`config.mk`:
```
export PLATFORM = sky130hd
export DESIGN_NAME = stdw_walker
export DESIGN_NICKNAME = d
export VERILOG_FILES = /design/src/stdw_desc_mem.sv /design/src/stdw_walker.sv
export SDC_FILE = /design/constraint.sdc
export NUM_CORES = 2
export LEC_CHECK = 0
export BUFFER_PORTS_ARGS = -buffer_cell sky130_fd_sc_hd__buf_4
export CORE_ASPECT_RATIO = 0.6
export CORE_MARGIN = 2
export CORE_UTILIZATION = 40
export DETAILED_ROUTE_END_ITERATION = 12
export PLACE_DENSITY_LB_ADDON = 0.15
export SLEW_MARGIN = 5
export SYNTH_ARGS = -nofsm -noshare
export SYNTH_HDL_FRONTEND = slang
export SYNTH_HIERARCHICAL = 1
export SYNTH_SLANG_ARGS = --single-unit
```
`constraint.sdc`:
```
create_clock -name ref_clk -period 8.6 [get_ports ref_clk]
set_input_delay 0.86 -clock ref_clk [delete_from_list [all_inputs] [get_ports ref_clk]]
set_output_delay 0.86 -clock ref_clk [all_outputs]
set_load 0.02 [all_outputs]
```
`src/stdw_desc_mem.sv`:
```
`default_nettype none

// ****************************************************************
// Shared constants and types
// ****************************************************************
package stdw_pkg;
    localparam int           STDW_HDR_WORDS   = 4;
    localparam int           STDW_TILE_WORDS  = 6;
    localparam int           STDW_MAX_TILES   = 16;
    localparam int           STDW_DESC_WORDS  = STDW_HDR_WORDS + STDW_MAX_TILES * STDW_TILE_WORDS;
    localparam int           STDW_AW          = 22;
    // Register byte offsets
    localparam logic [7:0]   STDW_OFS_CTRL    = 8'h00;
    localparam logic [7:0]   STDW_OFS_DAP     = 8'h04;
    localparam logic [7:0]   STDW_OFS_BGCOL   = 8'h08;
    localparam logic [7:0]   STDW_OFS_LINES   = 8'h0c;
    localparam logic [7:0]   STDW_OFS_STATUS  = 8'h10;
    // Control fields
    localparam int           STDW_CTRL_EN     = 0;
    localparam int           STDW_CTRL_ILACE  = 1;
    // Reset values
    localparam logic [21:0]  STDW_DAP_RST     = 22'h000000;
    localparam logic [7:0]   STDW_BGCOL_RST   = 8'h00;
    localparam logic [11:0]  STDW_LINES_RST   = 12'h1e0;
    // Header word indices
    localparam logic [6:0]   STDW_H_LINES     = 7'h00;
    localparam logic [6:0]   STDW_H_LINK_LO   = 7'h01;
    localparam logic [6:0]   STDW_H_LINK_HI   = 7'h02;
    localparam logic [6:0]   STDW_H_NTILES    = 7'h03;
    // Tile word indices
    localparam logic [2:0]   STDW_T_STRIDE    = 3'h0;
    localparam logic [2:0]   STDW_T_ADDR_LO   = 3'h1;
    localparam logic [2:0]   STDW_T_ADDR_HI   = 3'h2;
    localparam logic [2:0]   STDW_T_DEPTH     = 3'h3;
    localparam logic [2:0]   STDW_T_FETCH     = 3'h4;
    localparam logic [2:0]   STDW_T_FLAGS     = 3'h5;
    localparam int           STDW_CFLAG_BIT   = 15;
    localparam int           STDW_FIELD_BIT   = 0;

    typedef enum logic [2:0] {
        STDW_IDLE  = 3'b000,
        STDW_FETCH = 3'b001,
        STDW_LWAIT = 3'b011,
        STDW_TLOAD = 3'b010,
        STDW_TOUT  = 3'b110,
        STDW_LEND  = 3'b111,
        STDW_FILL  = 3'b101,
        STDW_DONE  = 3'b100
    } stdw_state_t;

    typedef struct packed {
        logic [21:0] line_addr;
        logic [11:0] fetch_count;
        logic [3:0]  bpp;
        logic [3:0]  first_pixel_bit_pos;
        logic [3:0]  last_pixel_bit_pos;
        logic        bg_run;
        logic [11:0] bg_count;
    } stdw_tile_t;

    typedef struct packed {
        logic [7:0]  paddr;
        logic        psel;
        logic        penable;
        logic        pwrite;
        logic [31:0] pwdata;
    } stdw_apb_req_t;
endpackage

// ****************************************************************
// Descriptor storage, registered read
// ****************************************************************
module stdw_desc_mem
    import stdw_pkg::*;
#(
    parameter int DEPTH = STDW_DESC_WORDS,
    parameter int WIDTH = 16
) (
    input  wire logic             ref_clk,
    input  wire logic             clk_en,
    input  wire logic             we,
    input  wire logic [6:0]       waddr,
    input  wire logic [WIDTH-1:0] wdata,
    input  wire logic [6:0]       raddr,
    output logic      [WIDTH-1:0] rdata
);
    logic [WIDTH-1:0] mem [DEPTH];

    always_ff @(posedge ref_clk) begin
        if (clk_en) begin
            if (we) begin
                mem[waddr] <= wdata;
            end
            rdata <= mem[raddr];
        end
    end
endmodule

`default_nettype wire

```
`src/stdw_walker.sv`:
```
// The register offsets and the APB slave port were chosen for this implementation.
`default_nettype none

module stdw_walker
    import stdw_pkg::*;
(
    input  wire logic        ref_clk,
    input  wire logic        rst_n,
    input  wire logic        clk_en,
    input  wire logic [7:0]  paddr,
    input  wire logic        psel,
    input  wire logic        penable,
    input  wire logic        pwrite,
    input  wire logic [31:0] pwdata,
    output logic      [31:0] prdata,
    output logic             pready,
    output logic             pslverr,
    input  wire logic        vertical_blank_interval,
    input  wire logic        horizontal_blank_interval,
    input  wire logic        line_start,
    output logic             mem_req,
    output logic      [21:0] mem_addr,
    input  wire logic        mem_ack,
    input  wire logic [15:0] mem_rdata,
    output logic             tile_valid,
    output stdw_tile_t       tile,
    input  wire logic        tile_ready,
    output logic             bg_fill,
    output logic      [7:0]  background_field_colour,
    output logic             pixel_stall
);
    // ****************************************************************
    // State
    // ****************************************************************
    typedef struct packed {
        stdw_state_t st;
        logic        en;
        logic        ilace;
        logic [21:0] dap;
        logic [7:0]  bgcol;
        logic [11:0] act_lines;
        logic [31:0] prdata;
        logic        vb_q;
        logic [21:0] strip_addr;
        logic [6:0]  widx;
        logic [6:0]  wlast;
        logic [4:0]  ft;
        logic [2:0]  fw;
        logic [15:0] hdr_lines;
        logic [21:0] link;
        logic        cflag;
        logic [4:0]  ntiles;
        logic [4:0]  ti;
        logic [2:0]  tw;
        logic [15:0] line_in_strip;
        logic [11:0] scr_line;
        logic [15:0] b_stride;
        logic [15:0] b_depth;
        logic [15:0] b_fetch;
        logic [15:0] b_flags;
        logic [STDW_MAX_TILES-1:0][21:0] cur_addr;
    } stdw_regs_t;

    stdw_regs_t r_r;
    stdw_regs_t r_nxt;

    logic        apb_wr;
    logic        apb_rd;
    logic        addr_ok;
    logic        mem_we;
    logic [6:0]  mem_raddr;
    logic [15:0] mem_q;
    logic [21:0] step;
    logic [14:0] cnt_field;

    // ****************************************************************
    // Descriptor storage
    // ****************************************************************
    // full-size storage
    stdw_desc_mem #(
        .DEPTH (STDW_DESC_WORDS),
        .WIDTH (16)
    ) u_mem (
        .ref_clk (ref_clk),
        .clk_en  (clk_en),
        .we      (mem_we),
        .waddr   (r_r.widx),
        .wdata   (mem_rdata),
        .raddr   (mem_raddr),
        .rdata   (mem_q)
    );

    // ****************************************************************
    // Outputs
    // ****************************************************************
    assign addr_ok   = paddr == STDW_OFS_CTRL || paddr == STDW_OFS_DAP || paddr == STDW_OFS_BGCOL
                       || paddr == STDW_OFS_LINES || paddr == STDW_OFS_STATUS;
    assign apb_wr    = psel && penable && pwrite && addr_ok;
    assign apb_rd    = psel && !penable && !pwrite;
    assign pready    = 1'b1;
    assign pslverr   = psel && penable && !addr_ok;
    assign prdata    = r_r.prdata;
    assign mem_req   = r_r.st == STDW_FETCH;
    assign mem_addr  = 22'(r_r.strip_addr + {14'h0, r_r.widx, 1'b0});
    assign mem_we    = mem_req && mem_ack;
    assign mem_raddr = 7'(STDW_HDR_WORDS + r_r.ti * STDW_TILE_WORDS + r_r.tw);
    assign background_field_colour = r_r.bgcol;
    assign bg_fill   = r_r.st == STDW_FILL;
    // pixels wait on the block read
    assign pixel_stall = r_r.st == STDW_FETCH && !vertical_blank_interval;
    assign tile_valid  = r_r.st == STDW_TOUT && !horizontal_blank_interval;
    assign step      = r_r.ilace ? {5'h0, r_r.b_stride, 1'b0} : {6'h0, r_r.b_stride};
    assign cnt_field = mem_rdata[14:0];

    always_comb begin
        // first line starts at tile address
        tile.line_addr           = r_r.cur_addr[r_r.ti[3:0]];
        tile.fetch_count         = r_r.b_fetch[11:0];
        tile.bpp                 = r_r.b_depth[11:8];
        tile.first_pixel_bit_pos = r_r.b_depth[7:4];
        tile.last_pixel_bit_pos  = r_r.b_depth[3:0];
        // run length is the depth word's low twelve bits, unchanged
        tile.bg_run              = r_r.b_flags[STDW_FIELD_BIT];
        tile.bg_count            = r_r.b_depth[11:0];
    end

    // ****************************************************************
    // Next state
    // ****************************************************************
    always_comb begin
        r_nxt      = r_r;
        r_nxt.vb_q = vertical_blank_interval;

        if (apb_rd) begin
            case (paddr)
                STDW_OFS_CTRL:   r_nxt.prdata = {30'h0, r_r.ilace, r_r.en};
                STDW_OFS_DAP:    r_nxt.prdata = {10'h0, r_r.dap};
                STDW_OFS_BGCOL:  r_nxt.prdata = {24'h0, r_r.bgcol};
                STDW_OFS_LINES:  r_nxt.prdata = {20'h0, r_r.act_lines};
                STDW_OFS_STATUS: r_nxt.prdata = {r_r.line_in_strip, 1'b0, r_r.scr_line, r_r.st};
                default:         r_nxt.prdata = 32'h0;
            endcase
        end
        if (apb_wr) begin
            case (paddr)
                STDW_OFS_CTRL: begin
                    r_nxt.en    = pwdata[STDW_CTRL_EN];
                    r_nxt.ilace = pwdata[STDW_CTRL_ILACE];
                end
                STDW_OFS_DAP:   r_nxt.dap       = pwdata[21:0];
                STDW_OFS_BGCOL: r_nxt.bgcol     = pwdata[7:0];
                STDW_OFS_LINES: r_nxt.act_lines = pwdata[11:0];
                default: begin
                end
            endcase
        end

        case (r_r.st)
            STDW_FETCH: begin
                if (mem_ack) begin
                    if (r_r.widx == STDW_H_LINES) begin
                        r_nxt.hdr_lines = mem_rdata;
                    end
                    if (r_r.widx == STDW_H_LINK_LO) begin
                        r_nxt.link[15:0] = mem_rdata;
                    end
                    if (r_r.widx == STDW_H_LINK_HI) begin
                        r_nxt.link[21:16] = mem_rdata[5:0];
                    end
                    if (r_r.widx == STDW_H_NTILES) begin
                        r_nxt.cflag = mem_rdata[STDW_CFLAG_BIT];
                        r_nxt.ntiles = (cnt_field > 15'(STDW_MAX_TILES)) ? 5'(STDW_MAX_TILES) : cnt_field[4:0];
                        r_nxt.wlast  = 7'(STDW_HDR_WORDS - 1)
                                       + 7'(r_nxt.ntiles) * 7'(STDW_TILE_WORDS);
                    end
                    if (r_r.widx >= 7'(STDW_HDR_WORDS)) begin
                        if (r_r.fw == STDW_T_ADDR_LO) begin
                            r_nxt.cur_addr[r_r.ft[3:0]][15:0] = mem_rdata;
                        end
                        if (r_r.fw == STDW_T_ADDR_HI) begin
                            r_nxt.cur_addr[r_r.ft[3:0]][21:16] = mem_rdata[5:0];
                        end
                        if (r_r.fw == STDW_T_FLAGS) begin
                            r_nxt.fw = 3'h0;
                            r_nxt.ft = r_r.ft + 5'h1;
                        end else begin
                            r_nxt.fw = r_r.fw + 3'h1;
                        end
                    end
                    r_nxt.widx = r_r.widx + 7'h1;
                    if (r_r.widx >= STDW_H_NTILES && r_r.widx >= r_nxt.wlast) begin
                        r_nxt.line_in_strip = 16'h0;
                        r_nxt.st            = STDW_LWAIT;
                    end
                end
            end
            STDW_LWAIT: begin
                if (line_start) begin
                    r_nxt.ti = 5'h0;
                    r_nxt.tw = 3'h0;
                    r_nxt.st = (r_r.ntiles == 5'h0) ? STDW_LEND : STDW_TLOAD;
                end
            end
            STDW_TLOAD: begin
                r_nxt.tw = r_r.tw + 3'h1;
                case (r_r.tw - 3'h1)
                    STDW_T_STRIDE: r_nxt.b_stride = mem_q;
                    STDW_T_DEPTH:  r_nxt.b_depth  = mem_q;
                    STDW_T_FETCH:  r_nxt.b_fetch  = mem_q;
                    STDW_T_FLAGS:  r_nxt.b_flags  = mem_q;
                    default: begin
                    end
                endcase
                if (r_r.tw == 3'(STDW_TILE_WORDS)) begin
                    r_nxt.st = STDW_TOUT;
                end
            end
            STDW_TOUT: begin
                // tiles past the line end are dropped
                if (tile_ready || horizontal_blank_interval) begin
                    r_nxt.cur_addr[r_r.ti[3:0]] = 22'(r_r.cur_addr[r_r.ti[3:0]] + step);
                    r_nxt.ti = r_r.ti + 5'h1;
                    r_nxt.tw = 3'h0;
                    r_nxt.st = (r_r.ti + 5'h1 == r_r.ntiles) ? STDW_LEND : STDW_TLOAD;
                end
            end
            STDW_LEND: begin
                r_nxt.scr_line      = r_r.scr_line + 12'h1;
                r_nxt.line_in_strip = r_r.line_in_strip + 16'h1;
                if (r_r.scr_line + 12'h1 >= r_r.act_lines) begin
                    // lower part beyond active area discarded
                    r_nxt.st = STDW_DONE;
                end else if (r_r.line_in_strip == r_r.hdr_lines) begin
                    if (r_r.cflag) begin
                        r_nxt.st = STDW_FILL;
                    end else begin
                        r_nxt.strip_addr = r_r.link;
                        r_nxt.widx       = 7'h0;
                        r_nxt.wlast      = STDW_H_NTILES;
                        r_nxt.ft         = 5'h0;
                        r_nxt.fw         = 3'h0;
                        r_nxt.st         = STDW_FETCH;
                    end
                end else begin
                    r_nxt.st = STDW_LWAIT;
                end
            end
            STDW_IDLE, STDW_FILL, STDW_DONE: begin
            end
            default: r_nxt.st = STDW_IDLE;
        endcase

        // frame restarts from the pointer at vertical blank
        if (vertical_blank_interval && !r_r.vb_q) begin
            r_nxt.st         = r_r.en ? STDW_FETCH : STDW_IDLE;
            r_nxt.strip_addr = r_r.dap;
            r_nxt.widx       = 7'h0;
            r_nxt.wlast      = STDW_H_NTILES;
            r_nxt.ft         = 5'h0;
            r_nxt.fw         = 3'h0;
            r_nxt.scr_line   = 12'h0;
        end
        if (!r_r.en) begin
            r_nxt.st = STDW_IDLE;
        end
    end

    // ****************************************************************
    // Registers
    // ****************************************************************
    always_ff @(posedge ref_clk or negedge rst_n) begin
        if (!rst_n) begin
            r_r           <= '0;
            r_r.st        <= STDW_IDLE;
            r_r.dap       <= STDW_DAP_RST;
            r_r.bgcol     <= STDW_BGCOL_RST;
            r_r.act_lines <= STDW_LINES_RST;
            r_r.wlast     <= STDW_H_NTILES;
        end else if (clk_en) begin
            r_r <= r_nxt;
        end
    end
endmodule

`default_nettype wire

```
# Word level (Yosys, flattened, before mapping)
# Memories as Yosys holds them, arrays and structs flattened. A register that Yosys moved wholly into a read port is not among the register bits.
# Cells that the tools add are included.
# op_classes
add_sub_neg,13
n_mul,2
order_cmp,9
n_eq_ne,41
muxes,65
reduce_logical,58
# ops
cell,count
$mux W352,8
$bwmux W352,3
$pmux W352 S2,1
$demux W22 S4,3
$mux W44,4
$pmux W32 S5,1
$bmux W22 S4,1
$mux W22,4
$mux W16,5
$mux W66,1
$pmux W22 S2,1
$mux W3,13
$pmux W16 S2,1
$reduce_and A4 Y1,7
$mux W12,2
$mux W8,3
$reduce_and A3 Y1,8
$add A22 B17 Y22,1
$add A22 B8 Y22,1
$eq A3 B3 Y1 const B,7
$mux W7,3
$mux W17,1
$add A16 B1 Y16 const B,1
$eq A16 B16 Y1,1
other kinds (52),107
# word_totals
reg_bits,597
ram_bits,1600
wordCells,231
n_memories,1
# mem_list
memory,depth,width,rd,rd_clocked_by_memory_dff,write_ports,line,text
u_mem.mem,100,16,1,1,1,stdw_desc_mem.sv:87,logic [WIDTH-1:0] mem [DEPTH];

# Depth between registers and ports, before layout
# logic_depth
depth_word,14
depth_mapped,26
mapped_depth_nobuf,24

# By module
# Netlist, hierarchy kept.
# by_module_without_submodules
module,instances,cells_per_inst,area_each_um2,seq_area_each_um2
stdw_desc_mem,1,2669,61923.1,48526.5
stdw_walker,1,3158,33224.4,14921.8

# Worst setup path after synthesis
# Ideal clock, no wire load.
# synth_path
path_kind,input to register
start,in mem_rdata[12]
end,reg r_r[435] (netlist bit)
arrival_time_ns,5.107
t_required_ns,8.505
path_slack_ns,3.398
stages,25
n_path_buf,2
path_cell_list,nor4_1 -> nand2_1 -> nor4_1 -> clkbuf_1 -> nand2_1 -> inv_1 -> ha_1 -> inv_1 -> fa_1 -> xor2_1 -> nor3_1 -> nand2_1 -> a21oi_1 -> a211oi_1 -> o22a_1 -> nor2_1 -> a21oi_1 -> ha_1 -> a2111oi_0 -> o21ai_0 -> and3_1 -> o21ai_0 -> clkbuf_1 -> o21ai_0 -> o31ai_1
# synth_between
elab_chain_len,11
# synth_rtl
element,line,text
from (decl),stdw_walker.sv:24,"input wire logic [15:0] mem_rdata,"
$gt A15 B5 Y1,stdw_walker.sv:172,r_nxt.ntiles = (cnt_field > 15'(STDW_MAX_TILES)) ? 5'(STDW_MAX_TILES) : cnt_field[4:0];
$mux W5,stdw_walker.sv:172,
$mul A5 B2 Y6,stdw_walker.sv:174,+ 7'(r_nxt.ntiles) * 7'(STDW_TILE_WORDS);
$add A2 B7 Y7,stdw_walker.sv:174,
$mux W7,stdw_walker.sv:170,if (r_r.widx == STDW_H_NTILES) begin
$mux W7,stdw_walker.sv:160,if (mem_ack) begin
$mux W7,stdw_walker.sv:158,case (r_r.st)
$ge A7 B7 Y1,stdw_walker.sv:191,if (r_r.widx >= STDW_H_NTILES && r_r.widx >= r_nxt.wlast) begin
$logic_and A1 B1 Y1,stdw_walker.sv:191,
$ne A2 B1 Y1 (no line),-,
$reduce_and A4 Y1 (no line),-,
to (signal assigned),stdw_walker.sv:280,r_r <= r_nxt;
to (decl),stdw_walker.sv:64,stdw_regs_t r_r;
# No other way between the ends. The select of a mux whose other input is x is not followed.
# A chain may end at the register's enable or synchronous reset.

# Worst setup path in the final report
# layout_path
start,reg r_r[447] (netlist bit)
end,reg r_r[347] (netlist bit)
# layout_between
elab_chain_len,7
elab_cells_between_ends,11
cone_classes,add/sub (1); order compare (2); mux (7); reduce/logical (1)
# layout_rtl
element,line,text
branches (longest 4 deep; another with $add A22 B17 Y22),-,
$bwmux W352 (*),stdw_walker.sv:221,r_nxt.cur_addr[r_r.ti[3:0]] = 22'(r_r.cur_addr[r_r.ti[3:0]] + step);
$mux W352 (*),stdw_walker.sv:220,if (tile_ready || horizontal_blank_interval) begin
$pmux W352 S2 (*),stdw_walker.sv:158,
# Mark *: on every way between the ends. The select of a mux whose other input is x is not followed.

==> qor.yml <==
run_status:
  outcome: "complete, no violations"
floorplan:
  core_um2: 236200
  die-area_um2: 241900
  initial_core_util_pct: 40.28
  placementRows: 138
  dieHeight_um: 381.8
  die_x_um: 633.6
  pin_count: 194
setup_path:
  slowest_stage: "xor2_1"
  critPathMaxStageDelay_ns: 1.05
  cp_data_required_time_ns: 9.35
  worst-endpoint-arrival_ns: 7.00
  startpoint_type: "flop"
  worstPathCellList: "buf_4 -> mux4_2 -> mux4_2 -> ha_1 -> inv_1 -> o22ai_1 -> a2111oi_0 -> or2_2 -> o21ai_2 -> xor2_1 -> a221oi_1 -> nor2_1"
  ff2ff_path_depth: 12
  reg2reg_slack_ns: 2.35
  worst-setup-path-type: "reg -> reg"
  path_max_fanout: 27
  crit_top_cell: "mux4_2"
  r2r_end: "r_r[347]$_DFFE_PN0P_"
  worstReg2RegStart: "r_r[447]$_DFFE_PN0P_"
  end_kind: "flop"
routing:
  post_drt_wl_per_cell_um: 32.37
  drt-total-wl_mm: 301.2
  vias_per_cell: 6.191
  ant_nets: 0
  drtIter0Drc: 7830
  drc: 0
  vias: 57610
  first_pass_iters: 6
layout:
  area_growth_pct: 12.66
  drive_above_1_share_pct: 24.77
  fin_nets: 6135
  final-instance-count-excl-fill: 9305
synth:
  synthSimpleGateAreaFrac_pct: 4.633
  ys_seq_area_share_pct: 66.68
  ys.flop_type: "edfxtp_1"
  synth_cells: 5827
  ys.warnings.count: 6
  synth.mux.area_fraction_pct: 15.02
  synth_edf_count: 1616
  ys_async_sr_fraction_pct: 26.94
  ys_ff_latch: 2212
  yosys.area_share.xor_xnor_pct: 0.8482
  synth.distinct_cells: 89
  synth_adder_area_share_pct: 1.118
  avgSynthCellArea_um2: 16.33
  synth_compound_area_share_pct: 8.843
  syn_nets: 5976
  synth_top_family_by_area: "multiplexers"
  netlist_area_um2: 95150
sta:
  finalMaxSlewViolations: 0
  clock.fmax_mhz: 159.9
  finalSetupTns_ns: 0
  post-route-period-util_pct: 72.72
  rsz0062_at_grt: "false"
  hold_viol_final: 0
  post-route-min-period_ns: 6.254
  tightest_slew_ns: 1.402
  whs_ns: 0.02589
  setup_viol: 0
  relSlewSlack_pct: 6.251
  finalClockSkew_ns: 0.04734
placement:
  dp_hpwl_mm: 202.3
  io_buffers: 182
  place.gp.congestion: 0.8889
  dp_cells: 8924
global_route:
  grt_use_total_pct: 24.57
  antenna_found_initial: 20
  grt-ovfl-total: 0
  grt_max_degree: 174
  grt_pass1_wl_mm: 424.1
  grt_pass1_vias: 54470
clock_network:
  cts_resized: 0
  cts_hold_buf: 0
  post-cts-setup-buffers: 0
  clock-sinks: 2212
  htree_levels: 4
  numCtsBuffers: 209
  clk_latency_ns: 0.87
  path_clk_slew_ns: 0.07
  cts_root_buf: "clkbuf_16"
  clk_path_buf_depth: 4
  cts_tree: "built"
power:
  ir_drop_mv: 0.1780
  power.density_nw_per_um2: 220.3
  static-leakage-power_uw: 0.03750
flow_run:
  maxCapViolations: 0
worst_hold_path:
  min_path_type: "in -> async"
-- state kept, by name, summed over array words and instances, names as in the netlist --
register	cells
tile	25
background_field_colour	8
u_mem/mem	1600
prdata	32
r_r	531
u_mem/rdata	16
-- critical path: cells and delay by family, from the launching register on --
family | cells | cell delay [ns]
AOI/OAI and AO/OA | 4 | 1.63
DFF | 1 | 0.73
and+or+nand+nor | 2 | 0.56
buffers and inverters | 2 | 0.70
muxes | 2 | 1.13
xor gates and xnor gates | 1 | 1.05
adders and majority gates | 1 | 0.34
-- worst max-delay path by stage --
stage / startpoint / end / slack, ns
floorplan: mem_rdata[12] / r_r[435]$_DFFE_PN0P_ / 3.40
finish: r_r[447]$_DFFE_PN0P_ / r_r[347]$_DFFE_PN0P_ / 2.35
detailed placement: mem_rdata[12] / r_r[619]$_DFFE_PN0P_ / 2.08
CTS: r_r[448]$_DFFE_PN0P_ / r_r[108]$_DFFE_PN0P_ / 2.39
global route: r_r[447]$_DFFE_PN0P_ / r_r[347]$_DFFE_PN0P_ / 2.03
global placement: mem_rdata[12] / r_r[619]$_DFFE_PN0P_ / 2.07
-- placed cells by master (no fill, tap or decap), drive strengths merged, types with 75 or more instances in the layout --
cell / synthesis / layout
edfxtp: 1616 / 1616
o21ai: 125 / 125
nand2: 359 / 359
nand3: 86 / 86
nor2: 376 / 376
a22oi: 100 / 100
mux4: 538 / 538
clkinv: 3 / 75
a21oi: 250 / 250
buf: 240 / 412
o221ai: 244 / 244
ha: 77 / 77
dfrtp: 590 / 590
mux2: 142 / 142
clkbuf: 225 / 258
o21a: 197 / 197
-- synth_stat cells (all sizes together), types with 5 or more instances --
master / instances / area (um^2)
o221ai: 244 / 2262
inv: 53 / 198.9
buf: 240 / 1649
clkbuf: 225 / 853.3
dfrtp: 590 / 14760
mux2i: 57 / 570.6
nand3: 86 / 447.9
nand4: 21 / 131.4
a211oi: 22 / 185.2
nor2: 376 / 1411
a21o: 32 / 240.2
a22oi: 100 / 755.7
a31o: 8 / 70.07
mux4: 538 / 12120
xnor2: 63 / 551.8
nand3b: 6 / 45.04
ha: 77 / 963.4
a222oi: 6 / 60.06
a22o: 5 / 43.79
nor3b: 5 / 37.54
nor4: 15 / 115.1
o21a: 197 / 1479
nand2: 359 / 1348
edfxtp: 1616 / 48530
o21ai: 125 / 640.6
nand2b: 13 / 81.33
a21oi: 250 / 1251
dfstp: 6 / 157.7
fa: 5 / 100.1
o22ai: 60 / 375.4
a32o: 6 / 60.06
and2: 32 / 200.2
a31oi: 44 / 281.5
nor3: 16 / 85.08
a221oi: 42 / 374.1
mux2: 142 / 1599
o31ai: 10 / 75.07
nor2b: 23 / 143.9
xor2: 24 / 255.3
and3: 40 / 255.2
-- cell families after synthesis --
| group | Yosys count |
|---|---|
| XOR/XNOR | 87 |
| AO/OA/AOI/OAI | 1181 |
| other | 1 |
| adder cells (fa/ha/maj) | 82 |
| buffers and inverters | 521 |
| AND/OR/NAND/NOR | 1006 |
| flip-flops | 2212 |
| multiplexers | 737 |
-- area by class of cell --
type	count	area, um^2
antenna	6	15.01
clock buffer	257	5614
clock inverter	117	1415
fill	20490	129000
inverter	56	211.5
multi-input combinational	3094	29310
sequential	2212	63460
tap	3150	3941
timing repair buffer	413	3227
-- where the power goes --
group / switching (uW) / internal [uW]
combinational: 1470 / 746
clock: 4130 / 5580
sequential: 125 / 11600
total: 5730 / 17900
-- metrics by stage --
stage	util [%]	area, um^2	total power, uW	worst slack, ns
5_1_grt	45.38	107200	24320	2.034
3_3_place_gp	42.39	100100	14100	2.067
3_5_place_dp	42.39	100100	14120	2.077
6_report	45.38	107200	23620	2.347
2_1_floorplan	-	95150	13140	3.398
4_1_cts	45.37	107200	23760	2.392
-- per-layer routing --
layer  global-route usage, %  routed length, um  vias to the layer above
met1                   41.65             145800                    30760
li1                        -                  -                    23510
met3                   7.614              37670                      272
met4                   3.690               4146                        2
met5                       0                 16                        -
met2                   30.30             113600                     3069
(Power assumes the default switching activity.)
